`config.mk`:
```
export PLATFORM = sky130hd
export DESIGN_NAME = pwm_top
export DESIGN_NICKNAME = d
export VERILOG_FILES = /design/src/hw/pwm_pkg.sv /design/src/hw/pwm_trig_sync.sv /design/src/hw/pwm_engine.sv /design/src/hw/pwm_top.sv
export SDC_FILE = /design/constraint.sdc
export NUM_CORES = 1
export LEC_CHECK = 0
export ABC_AREA = 1
export BUFFER_PORTS_ARGS = -buffer_cell sky130_fd_sc_hd__buf_2
export CAP_MARGIN = 5
export CORE_ASPECT_RATIO = 1.25
export CORE_MARGIN = 1.5
export CORE_UTILIZATION = 35
export CTS_CLUSTER_DIAMETER = 30
export DETAILED_ROUTE_END_ITERATION = 12
export GPL_TIMING_DRIVEN = 0
export HOLD_SLACK_MARGIN = 0.06
export SLEW_MARGIN = 20
export SYNTH_ARGS = -nofsm -noshare
export SYNTH_HDL_FRONTEND = slang
export SYNTH_SLANG_ARGS = --single-unit
```
`constraint.sdc`:
```
create_clock -name clk_i -period 3.7 [get_ports clk_i]
set_clock_uncertainty 0.05 [all_clocks]
set_input_delay 0.555 -clock clk_i [delete_from_list [all_inputs] [get_ports clk_i]]
set_output_delay 0.555 -clock clk_i [all_outputs]
set_load 0.1 [all_outputs]
```
`src/hw/pwm_pkg.sv`:
```
// Package: register map, field layout, reset values and types of the pulse modulator
package pwm_pkg;

   // ----------------------------------------------------------------------
   // Sizes
   // ----------------------------------------------------------------------
   localparam int unsigned NUM_CMP    = 8;     // Match comparators
   localparam int unsigned NUM_OUT    = 8;     // Modulated outputs
   localparam int unsigned CNT_W      = 16;    // Shared counter width
   localparam int unsigned PRE_W      = 8;     // Prescaler width
   localparam int unsigned REP_W      = 8;     // Repetition count width

   // ----------------------------------------------------------------------
   // Register byte offsets
   // ----------------------------------------------------------------------
   localparam logic [7:0] OFS_CTRL    = 8'h00; // Enables, trigger mode, block reset
   localparam logic [7:0] OFS_STATUS  = 8'h04; // Running state, completion flag (W1C)
   localparam logic [7:0] OFS_PRESC   = 8'h08; // Prescaler
   localparam logic [7:0] OFS_TOP     = 8'h0c; // Counter end value
   localparam logic [7:0] OFS_REPS    = 8'h10; // Repetition count, 0 = continuous
   localparam logic [7:0] OFS_INIT    = 8'h14; // Starting level mask
   localparam logic [7:0] OFS_RESTORE = 8'h18; // Restore-on-expiry mask
   localparam logic [7:0] OFS_COUNT   = 8'h1c; // Live counter, read only
   localparam logic [7:0] OFS_CMP0    = 8'h20; // Comparator values, 0x20..0x3c
   localparam logic [7:0] OFS_LINK0   = 8'h40; // Per-output toggle masks, 0x40..0x5c
   localparam int unsigned DEC_W      = 8;     // Decoded address bits

   // ----------------------------------------------------------------------
   // Control and status register fields
   // ----------------------------------------------------------------------
   localparam int unsigned CTRL_OUT_EN = 0;    // Global output enable
   localparam int unsigned CTRL_IRQ_EN = 1;    // Completion interrupt enable
   localparam int unsigned CTRL_TRIG_LO = 2;   // Trigger mode, two bits
   localparam int unsigned CTRL_BLK_RST = 4;   // Write 1: block reset, reads 0
   localparam int unsigned STAT_DONE   = 0;    // Completion flag
   localparam int unsigned STAT_RUN    = 1;    // Counter running
   localparam int unsigned STAT_ARMED  = 2;    // Waiting for trigger edge

   // ----------------------------------------------------------------------
   // Reset values
   // ----------------------------------------------------------------------
   localparam logic [PRE_W-1:0] RST_PRESC = 8'h00;
   localparam logic [CNT_W-1:0] RST_TOP   = 16'h0000;
   localparam logic [REP_W-1:0] RST_REPS  = 8'h00;

   // Trigger selections
   typedef enum logic [1:0] {
      start_gate_off,
      start_on_rising_edge,
      start_on_falling_edge,
      start_on_any_edge
   } trig_mode_e;

   // Engine configuration carried from the register file
   typedef struct packed {
      logic                       out_en;
      trig_mode_e                 trig;
      logic [PRE_W-1:0]           presc;
      logic [CNT_W-1:0]           top;
      logic [REP_W-1:0]           reps;
      logic [NUM_OUT-1:0]         init;
      logic [NUM_OUT-1:0]         restore;
   } pwm_cfg_s;

endpackage

```
`src/hw/pwm_trig_sync.sv`:
```
// Trigger input synchroniser with edge selection
`timescale 1ns/1ps
module pwm_trig_sync (
   input  wire logic              clk_i,
   input  wire logic              rstn_i,
   input  wire logic              trig_i,   // Asynchronous trigger input
   input  wire pwm_pkg::trig_mode_e mode_i, // Selected edge kind
   output logic                   fire_o    // One-cycle pulse on selected edge
);

   // ----------------------------------------------------------------------
   // Synchroniser and edge detector
   // ----------------------------------------------------------------------
   logic s1_q;    // First stage, read only by second stage
   logic s2_q;    // Second stage, safe to use
   logic s3_q;    // Previous safe value for edges
   wire  rise = s2_q & ~s3_q;
   wire  fall = ~s2_q & s3_q;

   // Three-flop chain; edges come from stages two and three only
   always_ff @(posedge clk_i or negedge rstn_i) begin
      if (!rstn_i) begin
         s1_q <= 1'b0;
         s2_q <= 1'b0;
         s3_q <= 1'b0;
      end else begin
         s1_q <= trig_i;
         s2_q <= s1_q;
         s3_q <= s2_q;
      end
   end

   // Edge selection
   always_comb begin
      unique case (mode_i)
         pwm_pkg::start_gate_off:        fire_o = 1'b0;
         pwm_pkg::start_on_rising_edge:  fire_o = rise;
         pwm_pkg::start_on_falling_edge: fire_o = fall;
         pwm_pkg::start_on_any_edge:     fire_o = rise | fall;
      endcase
   end

endmodule

```
`src/hw/pwm_engine.sv`:
```
// Counter, prescaler, comparators and output toggling of the modulator
`timescale 1ns/1ps
module pwm_engine #(
   parameter int unsigned NCMP = pwm_pkg::NUM_CMP,
   parameter int unsigned NOUT = pwm_pkg::NUM_OUT
) (
   input  wire logic                                  clk_i,
   input  wire logic                                  rstn_i,
   input  wire logic                                  clr_i,      // Block reset
   input  wire pwm_pkg::pwm_cfg_s                     cfg_i,      // Configuration
   input  wire logic [NCMP-1:0][pwm_pkg::CNT_W-1:0]   cmp_i,      // Comparator values
   input  wire logic [NOUT-1:0][NCMP-1:0]             link_i,     // Toggle masks
   input  wire logic                                  fire_i,     // Trigger edge
   output logic [NOUT-1:0]                            pwm_o,      // Output levels
   output logic [pwm_pkg::CNT_W-1:0]                  count_o,    // Live counter
   output logic                                       run_o,      // Running
   output logic                                       armed_o,    // Awaiting trigger
   output logic                                       done_o      // Completion pulse
);

   // ----------------------------------------------------------------------
   // State
   // ----------------------------------------------------------------------
   logic [pwm_pkg::PRE_W-1:0] pre_q;   // Prescaler divider
   logic [pwm_pkg::CNT_W-1:0] cnt_q;   // Shared counter
   logic [pwm_pkg::REP_W-1:0] rep_q;   // Repetitions done
   logic [NOUT-1:0]           lvl_q;   // Output levels
   logic                      run_q;   // Counting
   logic                      fin_q;   // Finished, waits for enable to drop

   wire tick    = run_q && (pre_q == cfg_i.presc);     // Prescaled step
   wire at_top  = (cnt_q == cfg_i.top);
   wire expire  = tick && at_top;
   wire last    = (cfg_i.reps != '0) && (rep_q == cfg_i.reps - 8'h01);
   wire gated   = (cfg_i.trig != pwm_pkg::start_gate_off);
   wire start   = cfg_i.out_en && !run_q && !fin_q && (!gated || fire_i);

   // Which comparators match on this step
   logic [NCMP-1:0] hit;
   logic [NOUT-1:0] flip;
   always_comb begin
      for (int c = 0; c < NCMP; c++) begin
         hit[c] = tick && (cmp_i[c] == cnt_q);
      end
      for (int o = 0; o < NOUT; o++) begin
         flip[o] = |(hit & link_i[o]);
      end
   end

   // Prescaler and counter
   always_ff @(posedge clk_i or negedge rstn_i) begin
      if (!rstn_i) begin
         pre_q <= '0;
         cnt_q <= '0;
         rep_q <= '0;
         run_q <= 1'b0;
         fin_q <= 1'b0;
      end else if (clr_i || !cfg_i.out_en) begin
         pre_q <= '0;
         cnt_q <= '0;
         rep_q <= '0;
         run_q <= 1'b0;
         fin_q <= 1'b0;
      end else begin
         pre_q <= (!run_q || tick) ? '0 : pre_q + 8'h01;
         if (start) begin
            run_q <= 1'b1;
            cnt_q <= '0;
         end else if (expire) begin
            cnt_q <= '0;
            if (last) begin
               run_q <= 1'b0;
               fin_q <= 1'b1;
            end
            rep_q <= last ? '0 : rep_q + 8'h01;
         end else if (tick) begin
            cnt_q <= cnt_q + 16'h0001;
         end
      end
   end

   // Output levels: start level, toggles, restore on expiry
   always_ff @(posedge clk_i or negedge rstn_i) begin
      if (!rstn_i) begin
         lvl_q <= '0;
      end else if (clr_i) begin
         lvl_q <= '0;
      end else if (!run_q) begin
         lvl_q <= cfg_i.init;
      end else if (expire) begin
         lvl_q <= (cfg_i.restore & cfg_i.init) | (~cfg_i.restore & (lvl_q ^ flip));
      end else begin
         lvl_q <= lvl_q ^ flip;
      end
   end

   // Registered outputs; pins low unless enabled and not in block reset
   always_ff @(posedge clk_i or negedge rstn_i) begin
      if (!rstn_i) begin
         pwm_o   <= '0;
         count_o <= '0;
         run_o   <= 1'b0;
         armed_o <= 1'b0;
         done_o  <= 1'b0;
      end else begin
         pwm_o   <= (cfg_i.out_en && !clr_i) ? lvl_q : '0;
         count_o <= cnt_q;
         run_o   <= run_q;
         armed_o <= cfg_i.out_en && !run_q && !fin_q && gated;
         done_o  <= expire && last && !clr_i;
      end
   end

endmodule

```
`src/hw/pwm_top.sv`:
```
// Multi-channel comparator-toggle pulse modulator with AHB-Lite register slave
//
// Local design decisions: register access over AHB-Lite and the address map.
`timescale 1ns/1ps
module pwm_top #(
   parameter int unsigned NCMP = pwm_pkg::NUM_CMP,
   parameter int unsigned NOUT = pwm_pkg::NUM_OUT
) (
   input  wire logic              clk_i,
   input  wire logic              rstn_i,
   // AHB-Lite slave
   input  wire logic              hsel_i,
   input  wire logic [31:0]       haddr_i,
   input  wire logic [1:0]        htrans_i,
   input  wire logic              hwrite_i,
   input  wire logic [2:0]        hsize_i,
   input  wire logic [31:0]       hwdata_i,
   input  wire logic              hready_i,
   output logic [31:0]            hrdata_o,
   output logic                   hreadyout_o,
   output logic                   hresp_o,
   // Trigger and outputs
   input  wire logic              trig_i,     // Asynchronous trigger input
   output logic [NOUT-1:0]        pwm_o,      // Modulated outputs
   output logic                   irq_o       // Completion interrupt, level
);

   // ----------------------------------------------------------------------
   // Register storage
   // ----------------------------------------------------------------------
   logic                                 out_en_q;   // Global output enable
   logic                                 irq_en_q;   // Completion interrupt enable
   pwm_pkg::trig_mode_e                  trig_q;     // Trigger mode
   logic [pwm_pkg::PRE_W-1:0]            presc_q;    // Prescaler
   logic [pwm_pkg::CNT_W-1:0]            top_q;      // Counter end value
   logic [pwm_pkg::REP_W-1:0]            reps_q;     // Repetition count
   logic [NOUT-1:0]                      init_q;     // Start levels
   logic [NOUT-1:0]                      rest_q;     // Restore mask
   logic [NCMP-1:0][pwm_pkg::CNT_W-1:0]  cmp_q;      // Comparator values
   logic [NOUT-1:0][NCMP-1:0]            link_q;     // Toggle masks
   logic                                 done_q;     // Sticky completion flag
   logic                                 clr_q;      // Block reset pulse

   // ----------------------------------------------------------------------
   // AHB-Lite address phase capture
   // ----------------------------------------------------------------------
   logic                      wr_q;     // Write pending in data phase
   logic                      rd_q;     // Read pending in data phase
   logic [pwm_pkg::DEC_W-1:0] addr_q;   // Captured byte address

   // Transfers are taken only when the bus is ready and the slot is NONSEQ/SEQ
   wire take   = hsel_i && hready_i && htrans_i[1];
   wire wr_ph  = wr_q;

   // Register select wires for the data phase
   wire sel_ctrl  = (addr_q == pwm_pkg::OFS_CTRL);
   wire sel_stat  = (addr_q == pwm_pkg::OFS_STATUS);
   wire sel_presc = (addr_q == pwm_pkg::OFS_PRESC);
   wire sel_top   = (addr_q == pwm_pkg::OFS_TOP);
   wire sel_reps  = (addr_q == pwm_pkg::OFS_REPS);
   wire sel_init  = (addr_q == pwm_pkg::OFS_INIT);
   wire sel_rest  = (addr_q == pwm_pkg::OFS_RESTORE);
   wire sel_cnt   = (addr_q == pwm_pkg::OFS_COUNT);
   wire sel_cmp   = (addr_q[7:5] == pwm_pkg::OFS_CMP0[7:5]);
   wire sel_link  = (addr_q[7:5] == pwm_pkg::OFS_LINK0[7:5]);
   wire [2:0] idx = addr_q[4:2];                       // Comparator or output index

   // Engine status
   logic [pwm_pkg::CNT_W-1:0] count;
   logic                      run;
   logic                      armed;
   logic                      done_pulse;
   logic                      fire;

   // Address phase latch; unmapped addresses read zero and ignore writes
   always_ff @(posedge clk_i or negedge rstn_i) begin
      if (!rstn_i) begin
         wr_q   <= 1'b0;
         rd_q   <= 1'b0;
         addr_q <= '0;
      end else if (hready_i) begin
         wr_q   <= take && hwrite_i;
         rd_q   <= take && !hwrite_i;
         addr_q <= haddr_i[pwm_pkg::DEC_W-1:0];
      end
   end

   // ----------------------------------------------------------------------
   // Register writes
   // ----------------------------------------------------------------------
   // Block reset is a self-clearing command bit; it also wipes the whole map
   always_ff @(posedge clk_i or negedge rstn_i) begin
      if (!rstn_i) begin
         out_en_q <= 1'b0;
         irq_en_q <= 1'b0;
         trig_q   <= pwm_pkg::start_gate_off;
         presc_q  <= pwm_pkg::RST_PRESC;
         top_q    <= pwm_pkg::RST_TOP;
         reps_q   <= pwm_pkg::RST_REPS;
         init_q   <= '0;
         rest_q   <= '0;
         cmp_q    <= '0;
         link_q   <= '0;
         clr_q    <= 1'b0;
      end else if (clr_q) begin
         out_en_q <= 1'b0;
         irq_en_q <= 1'b0;
         trig_q   <= pwm_pkg::start_gate_off;
         presc_q  <= pwm_pkg::RST_PRESC;
         top_q    <= pwm_pkg::RST_TOP;
         reps_q   <= pwm_pkg::RST_REPS;
         init_q   <= '0;
         rest_q   <= '0;
         cmp_q    <= '0;
         link_q   <= '0;
         clr_q    <= 1'b0;
      end else if (wr_ph) begin
         if (sel_ctrl) begin
            out_en_q <= hwdata_i[pwm_pkg::CTRL_OUT_EN];
            irq_en_q <= hwdata_i[pwm_pkg::CTRL_IRQ_EN];
            trig_q   <= pwm_pkg::trig_mode_e'(hwdata_i[pwm_pkg::CTRL_TRIG_LO +: 2]);
            clr_q    <= hwdata_i[pwm_pkg::CTRL_BLK_RST];
         end
         if (sel_presc) presc_q <= hwdata_i[pwm_pkg::PRE_W-1:0];
         if (sel_top)   top_q   <= hwdata_i[pwm_pkg::CNT_W-1:0];
         if (sel_reps)  reps_q  <= hwdata_i[pwm_pkg::REP_W-1:0];
         if (sel_init)  init_q  <= hwdata_i[NOUT-1:0];
         if (sel_rest)  rest_q  <= hwdata_i[NOUT-1:0];
         if (sel_cmp)   cmp_q[idx]  <= hwdata_i[pwm_pkg::CNT_W-1:0];
         if (sel_link)  link_q[idx] <= hwdata_i[NCMP-1:0];
      end
   end

   // Sticky completion flag: write 1 clears, a new completion wins the tie
   wire done_clr = wr_ph && sel_stat && hwdata_i[pwm_pkg::STAT_DONE];
   always_ff @(posedge clk_i or negedge rstn_i) begin
      if (!rstn_i) begin
         done_q <= 1'b0;
      end else if (done_pulse && !clr_q) begin
         done_q <= 1'b1;
      end else if (done_clr || clr_q) begin
         done_q <= 1'b0;
      end
   end

   // Interrupt line: flag gated by the interrupt enable
   always_ff @(posedge clk_i or negedge rstn_i) begin
      if (!rstn_i) begin
         irq_o <= 1'b0;
      end else begin
         irq_o <= irq_en_q && (done_q || done_pulse) && !clr_q;
      end
   end

   // ----------------------------------------------------------------------
   // Read mux
   // ----------------------------------------------------------------------
   logic [31:0] rmux;
   always_comb begin
      rmux = 32'h0000_0000;
      if (sel_ctrl) begin
         rmux[pwm_pkg::CTRL_OUT_EN]         = out_en_q;
         rmux[pwm_pkg::CTRL_IRQ_EN]         = irq_en_q;
         rmux[pwm_pkg::CTRL_TRIG_LO +: 2]   = trig_q;
      end
      if (sel_stat) begin
         rmux[pwm_pkg::STAT_DONE]  = done_q;
         rmux[pwm_pkg::STAT_RUN]   = run;
         rmux[pwm_pkg::STAT_ARMED] = armed;
      end
      if (sel_presc) rmux[pwm_pkg::PRE_W-1:0] = presc_q;
      if (sel_top)   rmux[pwm_pkg::CNT_W-1:0] = top_q;
      if (sel_reps)  rmux[pwm_pkg::REP_W-1:0] = reps_q;
      if (sel_init)  rmux[NOUT-1:0]           = init_q;
      if (sel_rest)  rmux[NOUT-1:0]           = rest_q;
      if (sel_cnt)   rmux[pwm_pkg::CNT_W-1:0] = count;
      if (sel_cmp)   rmux[pwm_pkg::CNT_W-1:0] = cmp_q[idx];
      if (sel_link)  rmux[NCMP-1:0]           = link_q[idx];
   end

   // Read data is registered, so a read takes one wait state
   logic rd_wait_q;
   always_ff @(posedge clk_i or negedge rstn_i) begin
      if (!rstn_i) begin
         hrdata_o    <= '0;
         hreadyout_o <= 1'b1;
         hresp_o     <= 1'b0;
         rd_wait_q   <= 1'b0;
      end else begin
         hresp_o <= 1'b0;
         if (rd_q && !rd_wait_q) begin
            hrdata_o    <= rmux;
            hreadyout_o <= 1'b1;
            rd_wait_q   <= 1'b1;
         end else if (take && !hwrite_i) begin
            hreadyout_o <= 1'b0;  // Hold master until data is registered
            rd_wait_q   <= 1'b0;
         end else begin
            hreadyout_o <= 1'b1;
            rd_wait_q   <= 1'b0;
         end
      end
   end

   // ----------------------------------------------------------------------
   // Engine and trigger
   // ----------------------------------------------------------------------
   pwm_pkg::pwm_cfg_s cfg;
   assign cfg = '{out_en: out_en_q, trig: trig_q, presc: presc_q, top: top_q,
                  reps: reps_q, init: init_q, restore: rest_q};

   pwm_trig_sync u_trig (
      .clk_i  (clk_i),
      .rstn_i (rstn_i),
      .trig_i (trig_i),
      .mode_i (trig_q),
      .fire_o (fire)
   );

   pwm_engine #(
      .NCMP (NCMP),
      .NOUT (NOUT)
   ) u_eng (
      .clk_i   (clk_i),
      .rstn_i  (rstn_i),
      .clr_i   (clr_q),
      .cfg_i   (cfg),
      .cmp_i   (cmp_q),
      .link_i  (link_q),
      .fire_i  (fire),
      .pwm_o   (pwm_o),
      .count_o (count),
      .run_o   (run),
      .armed_o (armed),
      .done_o  (done_pulse)
   );

endmodule

```
==> run summary, run 1 <==
outcome - complete, no violations
crit-path leading delay family - compound AO/OA/AOI/OAI gates
die area - 55100 µm²
CP Launch Type - flop
pin count of the biggest net entering global routing - 99
period utilization - 92.7%
Multi-input gate area - 8430 µm²
max_cap viols - 0
Unique masters post-synth - 52
Flop pwr share - 32.1%
post_cts resized - 0
CTS clock-pin slew for the worst setup and hold paths - 0.05 ns
CTS tree - yes
sw power - 0.00490 W
CTS Buf Count - 83
First DRT Iteration DRCs - 2023
Min Hold Slack - 0.108 ns
hold path cells - 3
CP Max Fanout - 10
Seq/Total Area, Yosys - 46.2%
reg2reg path depth - 6
Root Buffer - clkbuf_16
Max Slew Vio Count - 0
vias in the first global route - 18100
Final Hold Viols - 0
Register Area - 8680 µm²
number of synthesized flops with an enable pin - 0
Int Power - 0.0101 W
fillcell total - 5284
CP peak stage delay - 1.01 ns
share of cells above drive strength 1 - 13.3%
core area - 52800 µm²
Final setup violation count - 0
Buf+Inv Stages, Crit Path - 2
pwr dens - 653 nW/µm²
FF-to-FF End - hrdata_o[8]$_DFFE_PN0P_
Cells after Synth - 2398
hold buffer count at cts - 2
cells along the critical path - nor2_2 -> inv_2 -> clkbuf_1 -> o22ai_1 -> o311ai_0 -> a41oi_1
initial core utilization - 35.6%
Setup WS post-layout - 0.269 ns
Syn. warnings - 0
Synth top cells by count - nand2_1 (666), dfrtp_1 (346), inv_1 (256)
DRT antenna net count - 0
synthesized area per cell - 7.83 µm²
clock sink count - 347
clock tree buffer depth - 3
CP arrival - 3.80 ns
ys flop type - dfrtp_1
Die W - 210 µm
Setup CP Type - flop to flop
Routed WL - 79600 µm
Crit path required time - 4.07 ns
min Tclk post-route - 3.43 ns
cell area after synthesis - 18800 µm²
n_diodes - 0
I/O pins - 118
most frequent cell after synthesis - nand2_1
Worst R2R Setup Slack - 0.27 ns
HPWL Detailed - 60900 µm
VDD IR max - 307 µV
Critical Path Slowest Stage Cell - o311ai_0
Fin Setup TNS - 0 ns
WL per Instance - 24.1 µm
Layout area overhead - 22.2%
max_slew headroom - 24.3%
FF-to-FF Start - addr_q[2]$_DFFE_PN0P_
global placer's final weighted congestion - 1.04
WHS Endpoint - addr_q[6]$_DFFE_PN0P_
asr flop ratio synth - 100%
Post-layout nets - 2641
CP endpoint kind - flop
clk_lat worst skew - 0.62 ns
setup repair after global routing missed its margin - false
Remaining Overflow, GRT - 0
global-route wire length before repair - 117000 µm
port buffer count - 55
pre-CTS setup slack - 0.424 ns
Die Ht - 262 µm
Yosys top cell area share - 46.1%
Slew @ Worst Pin - 1.12 ns
initial antenna violation count - 1
min-delay src - haddr_i[6]
switching share of total power - 32.7%
DR pass1 iterations - 7
max frequency - 291 MHz
routed vias - 18100
Synth area leaders - dfrtp_1 (46%), nand2_1 (13%), inv_1 (5.1%), o21ai_0 (4.4%), xnor2_1 (3.8%)
GR Util All Layers - 29.1%
# Post-CTS Setup Buffers - 0
mean number of vias per cell - 5.50
area leader, netlist - dfrtp_1
combinational share of power - 18.2%
H-tree Lvls - 3
# DRC - 0
Yosys reg bits - 347
Hold Crit Class - input pin to flop
site row count - 94
leakage power - 10.8 nW
Clock power frac - 49.7%
==> power by group through the flow <==
stage / Clock [W] / Sequential [W] / Combinational [W]
final: 0.00745 / 0.00482 / 0.00273
after global routing: 0.00769 / 0.00487 / 0.00293
after CTS: 0.00752 / 0.00480 / 0.00271
after detailed placement: 0 / 0.00486 / 0.00269
after global placement: 0 / 0.00485 / 0.00264
after floorplan: 0 / 0.00535 / 0.00130
==> worst reg2reg max path, stage by stage (launching register included) <==
cell	delay, ns
dfrtp_1	0.45
nor2_2	0.19
inv_2	0.23
clkbuf_1	0.86
o22ai_1	0.21
o311ai_0	1.01
a41oi_1	0.23
==> cell families after synthesis <==
logic type	share of synthesized area, %
and+or+nand+nor	24.6
muxes	0.360
DFF	46.2
adders and majority gates	0.400
xor gates and xnor gates	5.08
AOI/OAI and AO/OA	14.1
buffers and inverters	9.25
other	0.0200
==> layout make-up <==
class	count	area share, %
buffer	125	3.02
clock buffer	108	10.2
clock inverter	41	2.27
inverter	277	4.55
multi-input combinational	1665	36.7
sequential	347	37.8
tap	672	3.66
timing repair buffer	61	1.81
==> sequential cells by signal (all words and copies together) (netlist names), 2 cells and up <==
signal,count
cmp_q,128
link_q,64
hrdata_o,16
top_q,16
u_eng.cnt_q,16
u_eng.count_o,16
addr_q,8
init_q,8
presc_q,8
reps_q,8
rest_q,8
u_eng.lvl_q,8
u_eng.pre_q,8
u_eng.pwm_o,8
u_eng.rep_q,8
trig_q,2
==> how the worst max path moves through the flow <==
| stage | cells after the start | start | endpoint | slack [ns] |
|---|---|---|---|---|
| 2_1_floorplan | 6 | addr_q[7]$_DFFE_PN0P_ | link_q[4]$_DFFE_PN0P_ | 1.86 |
| 3_3_place_gp | 1 | rstn_i | u_eng.rep_q[5]$_DFFE_PN0P_ | -5.01 |
| 3_5_place_dp | 6 | addr_q[3]$_DFFE_PN0P_ | hrdata_o[8]$_DFFE_PN0P_ | 0.42 |
| 4_1_cts | 6 | addr_q[2]$_DFFE_PN0P_ | hrdata_o[8]$_DFFE_PN0P_ | 0.42 |
| 5_1_grt | 6 | addr_q[3]$_DFFE_PN0P_ | hrdata_o[8]$_DFFE_PN0P_ | 0.34 |
| 6_report | 6 | addr_q[2]$_DFFE_PN0P_ | hrdata_o[8]$_DFFE_PN0P_ | 0.27 |
==> per-layer routing <==
| metal | up-vias | track usage [%] | part of all wire [%] |
|---|---|---|---|
| met3 | 266 | 5.10 | 7.4 |
| met2 | 934 | 47.8 | 47 |
| met1 | 8742 | 34.5 | 38 |
| li1 | 8172 | - | - |
| met5 | - | 0 | 0.015 |
| met4 | 2 | 21.4 | 7.6 |
==> cell usage in the layout (no fill, tap or decap), types with 10 or more instances in the layout <==
master	instances
nand3_1	98
buf_4	28
dfrtp_1	346
inv_2	16
nand2_1	666
a21oi_1	60
clkbuf_8	16
nand4_1	39
nor2_1	190
clkbuf_16	83
xor2_1	27
o22ai_1	106
o211ai_1	16
nor3_1	27
clkbuf_1	64
o21ai_0	167
a21oi_2	10
a221oi_1	23
xnor2_1	82
nor2_2	18
clkinv_2	11
nand3_2	11
o21ai_1	26
inv_1	256
clkinvlp_4	11
conb_1	17
buf_2	82
==> through the flow <==
step | total power, W | cell area [µm²] | util (%) | cells
detailed placement | 0.00754 | 20100 | 38.0 | 3145
global route | 0.0155 | 23000 | 43.5 | 3296
global placement | 0.00749 | 20000 | 37.8 | 3141
CTS | 0.0150 | 23000 | 43.5 | 3296
floorplan | 0.00665 | 18800 | - | 2414
finish | 0.0150 | 23000 | 43.5 | 3296
(Power assumes the default switching activity.)
==> run 2: changes to the inputs <==
--- a/config.mk
+++ b/config.mk
@@ -6,6 +6,7 @@
 export NUM_CORES = 1
 export LEC_CHECK = 0
 export ABC_AREA = 1
+export ABC_CLOCK_PERIOD_IN_PS = 3400
 export BUFFER_PORTS_ARGS = -buffer_cell sky130_fd_sc_hd__buf_2
 export CAP_MARGIN = 5
 export CORE_ASPECT_RATIO = 1.25
==> constraint.sdc (replaced) <==
create_clock -name clk_i -period 3.4 [get_ports clk_i]
set_clock_uncertainty 0.05 [all_clocks]
set_input_delay 0.51 -clock clk_i [delete_from_list [all_inputs] [get_ports clk_i]]
set_output_delay 0.51 -clock clk_i [all_outputs]
set_load 0.1 [all_outputs]
==> run summary, run 2 (same netlist as run 1, synthesis figures left out) <==
FF-to-FF End - hrdata_o[8]$_DFFE_PN0P_
failing checks - setup timing
pwr dens - 710 nW/µm²
min Tclk post-route - 3.52 ns
Routed WL - 79500 µm
global-route wire length before repair - 117000 µm
max_slew headroom - 19.2%
cells along the critical path - nor2_2 -> inv_2 -> clkbuf_1 -> o22ai_1 -> o311ai_0 -> a41oi_1
pin count of the biggest net entering global routing - 99
die area - 55100 µm²
clock tree buffer depth - 3
reg2reg path depth - 6
share of cells above drive strength 1 - 13.3%
WL per Instance - 24.1 µm
Setup WS post-layout - -0.116 ns
core area - 52800 µm²
First DRT Iteration DRCs - 1881
I/O pins - 118
CTS Buf Count - 83
crit-path leading delay family - compound AO/OA/AOI/OAI gates
# DRC - 0
CP arrival - 3.88 ns
DR pass1 iterations - 6
CP Max Fanout - 10
Buf+Inv Stages, Crit Path - 2
commonest non-fill, non-tap cell in the layout - nand2_1
post_cts resized - 0
Post-layout nets - 2645
hold buffer count at cts - 6
clk_lat worst skew - 0.63 ns
commonest cells after routing, fill and taps aside - nand2_1 (666), dfrtp_1 (346), inv_1 (256), nor2_1 (190), o21ai_0 (167)
routed vias - 18200
Critical Path Slowest Stage Cell - o311ai_0
Biggest register - cmp_q
HPWL Detailed - 60900 µm
max frequency - 284 MHz
min-delay src - haddr_i[1]
Slew @ Worst Pin - 1.20 ns
max reg flops - 128
CTS clock-pin slew for the worst setup and hold paths - 0.05 ns
setup repair after global routing missed its margin - false
site row count - 94
Crit path required time - 3.77 ns
Max Slew Vio Count - 0
n_diodes - 0
initial core utilization - 35.6%
Die W - 210 µm
CTS tree - yes
mean number of vias per cell - 5.50
DP Area - 20100 µm²
max_cap viols - 0
Root Buffer - clkbuf_16
Setup CP Type - flop to flop
period utilization - 103%
# Post-CTS Setup Buffers - 0
total power - 0.0163 W
initial antenna violation count - 1
Largest regs - cmp_q (128), link_q (64)
VDD IR max - 336 µV
pre-CTS setup slack - 0.124 ns
Final Util - 43.6%
Hold Crit Class - input pin to flop
Min Hold Slack - 0.0958 ns
Worst R2R Setup Slack - -0.12 ns
CP peak stage delay - 1.07 ns
WHS Endpoint - addr_q[1]$_DFFE_PN0P_
leakage power - 10.9 nW
H-tree Lvls - 3
GR Util All Layers - 29.2%
global placer's final weighted congestion - 1.04
hold path cells - 2
Final setup violation count - 1
Final Hold Viols - 0
design area - 23000 µm²
Remaining Overflow, GRT - 0
outcome - complete, but fails checks
CP endpoint kind - flop
DRT antenna net count - 0
port buffer count - 55
Die Ht - 262 µm
Layout area overhead - 22.4%
CP Launch Type - flop
vias in the first global route - 18100
clock sink count - 347
FF-to-FF Start - addr_q[3]$_DFFE_PN0P_
==> run 2: cell count changes in the layout (fill, tap and decap cells not counted), sizes merged <==
cell,change
dlygate4sd3,+4
==> run 2: worst reg2reg max path, stage by stage, from the launching register on <==
cell and delay [ns]:
dfrtp_1 0.45, nor2_2 0.18, inv_2 0.22, clkbuf_1 0.89
o22ai_1 0.22, o311ai_0 1.07, a41oi_1 0.24
==> run 2: how the worst max path moves through the flow <==
stage                                     start                         end  depth (start not counted)
after global routing      addr_q[3]$_DFFE_PN0P_     hrdata_o[8]$_DFFE_PN0P_                          6
after CTS                 addr_q[2]$_DFFE_PN0P_     hrdata_o[8]$_DFFE_PN0P_                          6
after floorplan           addr_q[7]$_DFFE_PN0P_       link_q[4]$_DFFE_PN0P_                          6
after detailed placement  addr_q[3]$_DFFE_PN0P_     hrdata_o[8]$_DFFE_PN0P_                          6
final                     addr_q[3]$_DFFE_PN0P_     hrdata_o[8]$_DFFE_PN0P_                          6
after global placement                   rstn_i  u_eng.rep_q[5]$_DFFE_PN0P_                          1
==> run 2: stage by stage <==
stage          TNS [ns]  instances
2_1_floorplan         0       2414
3_3_place_gp   -1805.68       3141
3_5_place_dp          0       3145
4_1_cts               0       3300
5_1_grt               0       3300
6_report         -0.116       3300
==> run 2: power breakdown <==
group / switching (W) / internal (W)
Sequential: 0.000508 / 0.00473
Clock: 0.00262 / 0.00550
Combinational: 0.00221 / 0.000756
Total: 0.00534 / 0.0110
==> run 2: layout make-up <==
class / count / area [µm²]
Timing Repair Buffer: 65 / 455
Clock inverter: 41 / 522
Fill cell: 5280 / 29800
Buffer: 125 / 693
Tap cell: 672 / 841
Sequential cell: 347 / 8680
Clock buffer: 108 / 2330
Inverter: 277 / 1040
Multi-Input combinational cell: 1665 / 8430
==> run 2: layer usage <==
metal	track usage, %	part of all wire (%)	vias up
met2	47.8	47	956
met3	5.10	7.3	266
met4	21.4	7.4	2
met1	34.6	39	8746
met5	0	0.015	-
li1	-	-	8180
==> run 3: changes to the inputs <==
--- a/config.mk
+++ b/config.mk
@@ -9,7 +9,7 @@
 export ABC_CLOCK_PERIOD_IN_PS = 3400
 export BUFFER_PORTS_ARGS = -buffer_cell sky130_fd_sc_hd__buf_2
 export CAP_MARGIN = 5
-export CORE_ASPECT_RATIO = 1.25
+export CORE_ASPECT_RATIO = 0.7
 export CORE_MARGIN = 1.5
 export CORE_UTILIZATION = 35
 export CTS_CLUSTER_DIAMETER = 30
==> run summary, run 3 (same netlist as run 1, synthesis figures left out) <==
mean number of vias per cell - 5.49
max_cap viols - 0
placed instance count - 3193
setup repair after global routing missed its margin - false
Worst R2R Setup Slack - 0.18 ns
Top cell by count, worst path - nor2_1
share of cells above drive strength 1 - 13.2%
clock tree buffer depth - 3
leakage power - 10.8 nW
die area - 55100 µm²
initial antenna violation count - 1
# DRC - 0
Crit path required time - 3.85 ns
pin count of the biggest net entering global routing - 97
site row count - 70
Multi-input gate area - 8430 µm²
CP peak stage delay - 0.73 ns
global placer's final weighted congestion - 0.989
Max Slew Vio Count - 0
commonest cells after routing, fill and taps aside - nand2_1 (666), dfrtp_1 (346), inv_1 (256), nor2_1 (190), o21ai_0 (167)
Register Area - 8680 µm²
CTS tree - yes
min Tclk post-route - 3.22 ns
Final setup violation count - 0
initial core utilization - 35.7%
Final Util - 43.8%
port buffer count - 55
clock sink count - 347
Post-layout nets - 2640
Largest regs - cmp_q (128), link_q (64)
Biggest register - cmp_q
commonest non-fill, non-tap cell in the layout - nand2_1
Final Hold Viols - 0
CP arrival - 3.67 ns
Slew @ Worst Pin - 1.13 ns
CP endpoint kind - flop
DP Area - 20100 µm²
vias in the first global route - 17600
Setup WS post-layout - 0.178 ns
GR Util All Layers - 30.6%
Setup CP Type - flop to flop
FF-to-FF End - hrdata_o[4]$_DFFE_PN0P_
reg2reg path depth - 7
VDD IR max - 478 µV
First DRT Iteration DRCs - 2502
Die Ht - 197 µm
max reg flops - 128
max frequency - 310 MHz
I/O pins - 118
DR pass1 iterations - 6
WL per Instance - 25.1 µm
core area - 52600 µm²
HPWL Detailed - 63800 µm
routed vias - 18300
pre-CTS setup slack - 0.302 ns
H-tree Lvls - 3
n_diodes - 0
CTS Buf Count - 81
end of the critical path - hrdata_o[4]$_DFFE_PN0P_
CTS clock-pin slew for the worst setup and hold paths - 0.05 ns
FF-to-FF Start - addr_q[3]$_DFFE_PN0P_
outcome - complete, no violations
max_slew headroom - 24.8%
global-route wire length before repair - 121000 µm
Fin Setup TNS - 0 ns
Routed WL - 83800 µm
Hold Crit Class - input pin to flop
pwr dens - 714 nW/µm²
post_cts resized - 0
CP Max Fanout - 10
clk_lat worst skew - 0.62 ns
Critical Path Slowest Stage Cell - o311ai_1
CP Launch Type - flop
period utilization - 94.8%
DRT antenna net count - 0
Die W - 280 µm
Layout area overhead - 22.6%
Crit. Startpoint - addr_q[3]$_DFFE_PN0P_
cells along the critical path - nand2_2 -> clkbuf_1 -> o22ai_1 -> o311ai_1 -> nand4_1 -> nor2_1 -> nor2_1
design area - 23000 µm²
final cell count without fillers - 3340
Root Buffer - clkbuf_16
fillcell total - 5295
Remaining Overflow, GRT - 0
-- run 3: worst min path at each step --
stage	start	to	depth (start not counted)
4_1_cts	haddr_i[7]	addr_q[7]$_DFFE_PN0P_	2
2_1_floorplan	rstn_i	addr_q[0]$_DFFE_PN0P_	0
5_1_grt	haddr_i[7]	addr_q[7]$_DFFE_PN0P_	2
6_report	haddr_i[7]	addr_q[7]$_DFFE_PN0P_	2
3_3_place_gp	u_trig.s1_q$_DFF_PN0_	u_trig.s2_q$_DFF_PN0_	0
3_5_place_dp	u_trig.s1_q$_DFF_PN0_	u_trig.s2_q$_DFF_PN0_	0
-- run 3: metrics by stage --
stage	hold WS, ns	total power, W
6_report	0.0805	0.0164
5_1_grt	0.0684	0.0170
4_1_cts	0.0642	0.0164
3_5_place_dp	0.286	0.00821
3_3_place_gp	0.285	0.00817
2_1_floorplan	0.164	0.00724
-- run 3: timing repair --
item                       4_1_cts  5_1_grt
hold endpoints to repair        41        0
setup buffers                    0        0
setup endpoints to repair        0        0
hold buffers                     3        0
-- run 3: cell type report --
class / instances / share of cell area, %
multi-input combinational: 1665 / 36.6
buffer: 125 / 3.01
clock buffer: 102 / 9.66
tap: 720 / 3.91
sequential: 347 / 37.7
inverter: 277 / 4.54
clock inverter: 42 / 2.72
timing repair buffer: 62 / 1.85
-- run 3: layer usage --
metal | track usage, % | vias up | wire length, µm
met5 | 0 | - | 0
met4 | 7.89 | 0 | 1820
met3 | 9.80 | 140 | 10000
met2 | 40.9 | 1026 | 32700
met1 | 46.6 | 8997 | 39300
li1 | - | 8175 | -
-- run 3: power breakdown --
| part | internal, W | switching [W] |
|---|---|---|
| Clock | 0.00560 | 0.00260 |
| Combinational | 0.000755 | 0.00224 |
| Sequential | 0.00473 | 0.000518 |
| Total | 0.0111 | 0.00536 |
-- run 3: worst max-delay path: cells and delay by family (launching register included) --
kind                   cells  cell delay (ns)
AO/OA/AOI/OAI              2             1.00
AND/OR/NAND/NOR            4             0.89
buffers and inverters      1             0.68
flip-flops                 1             0.45
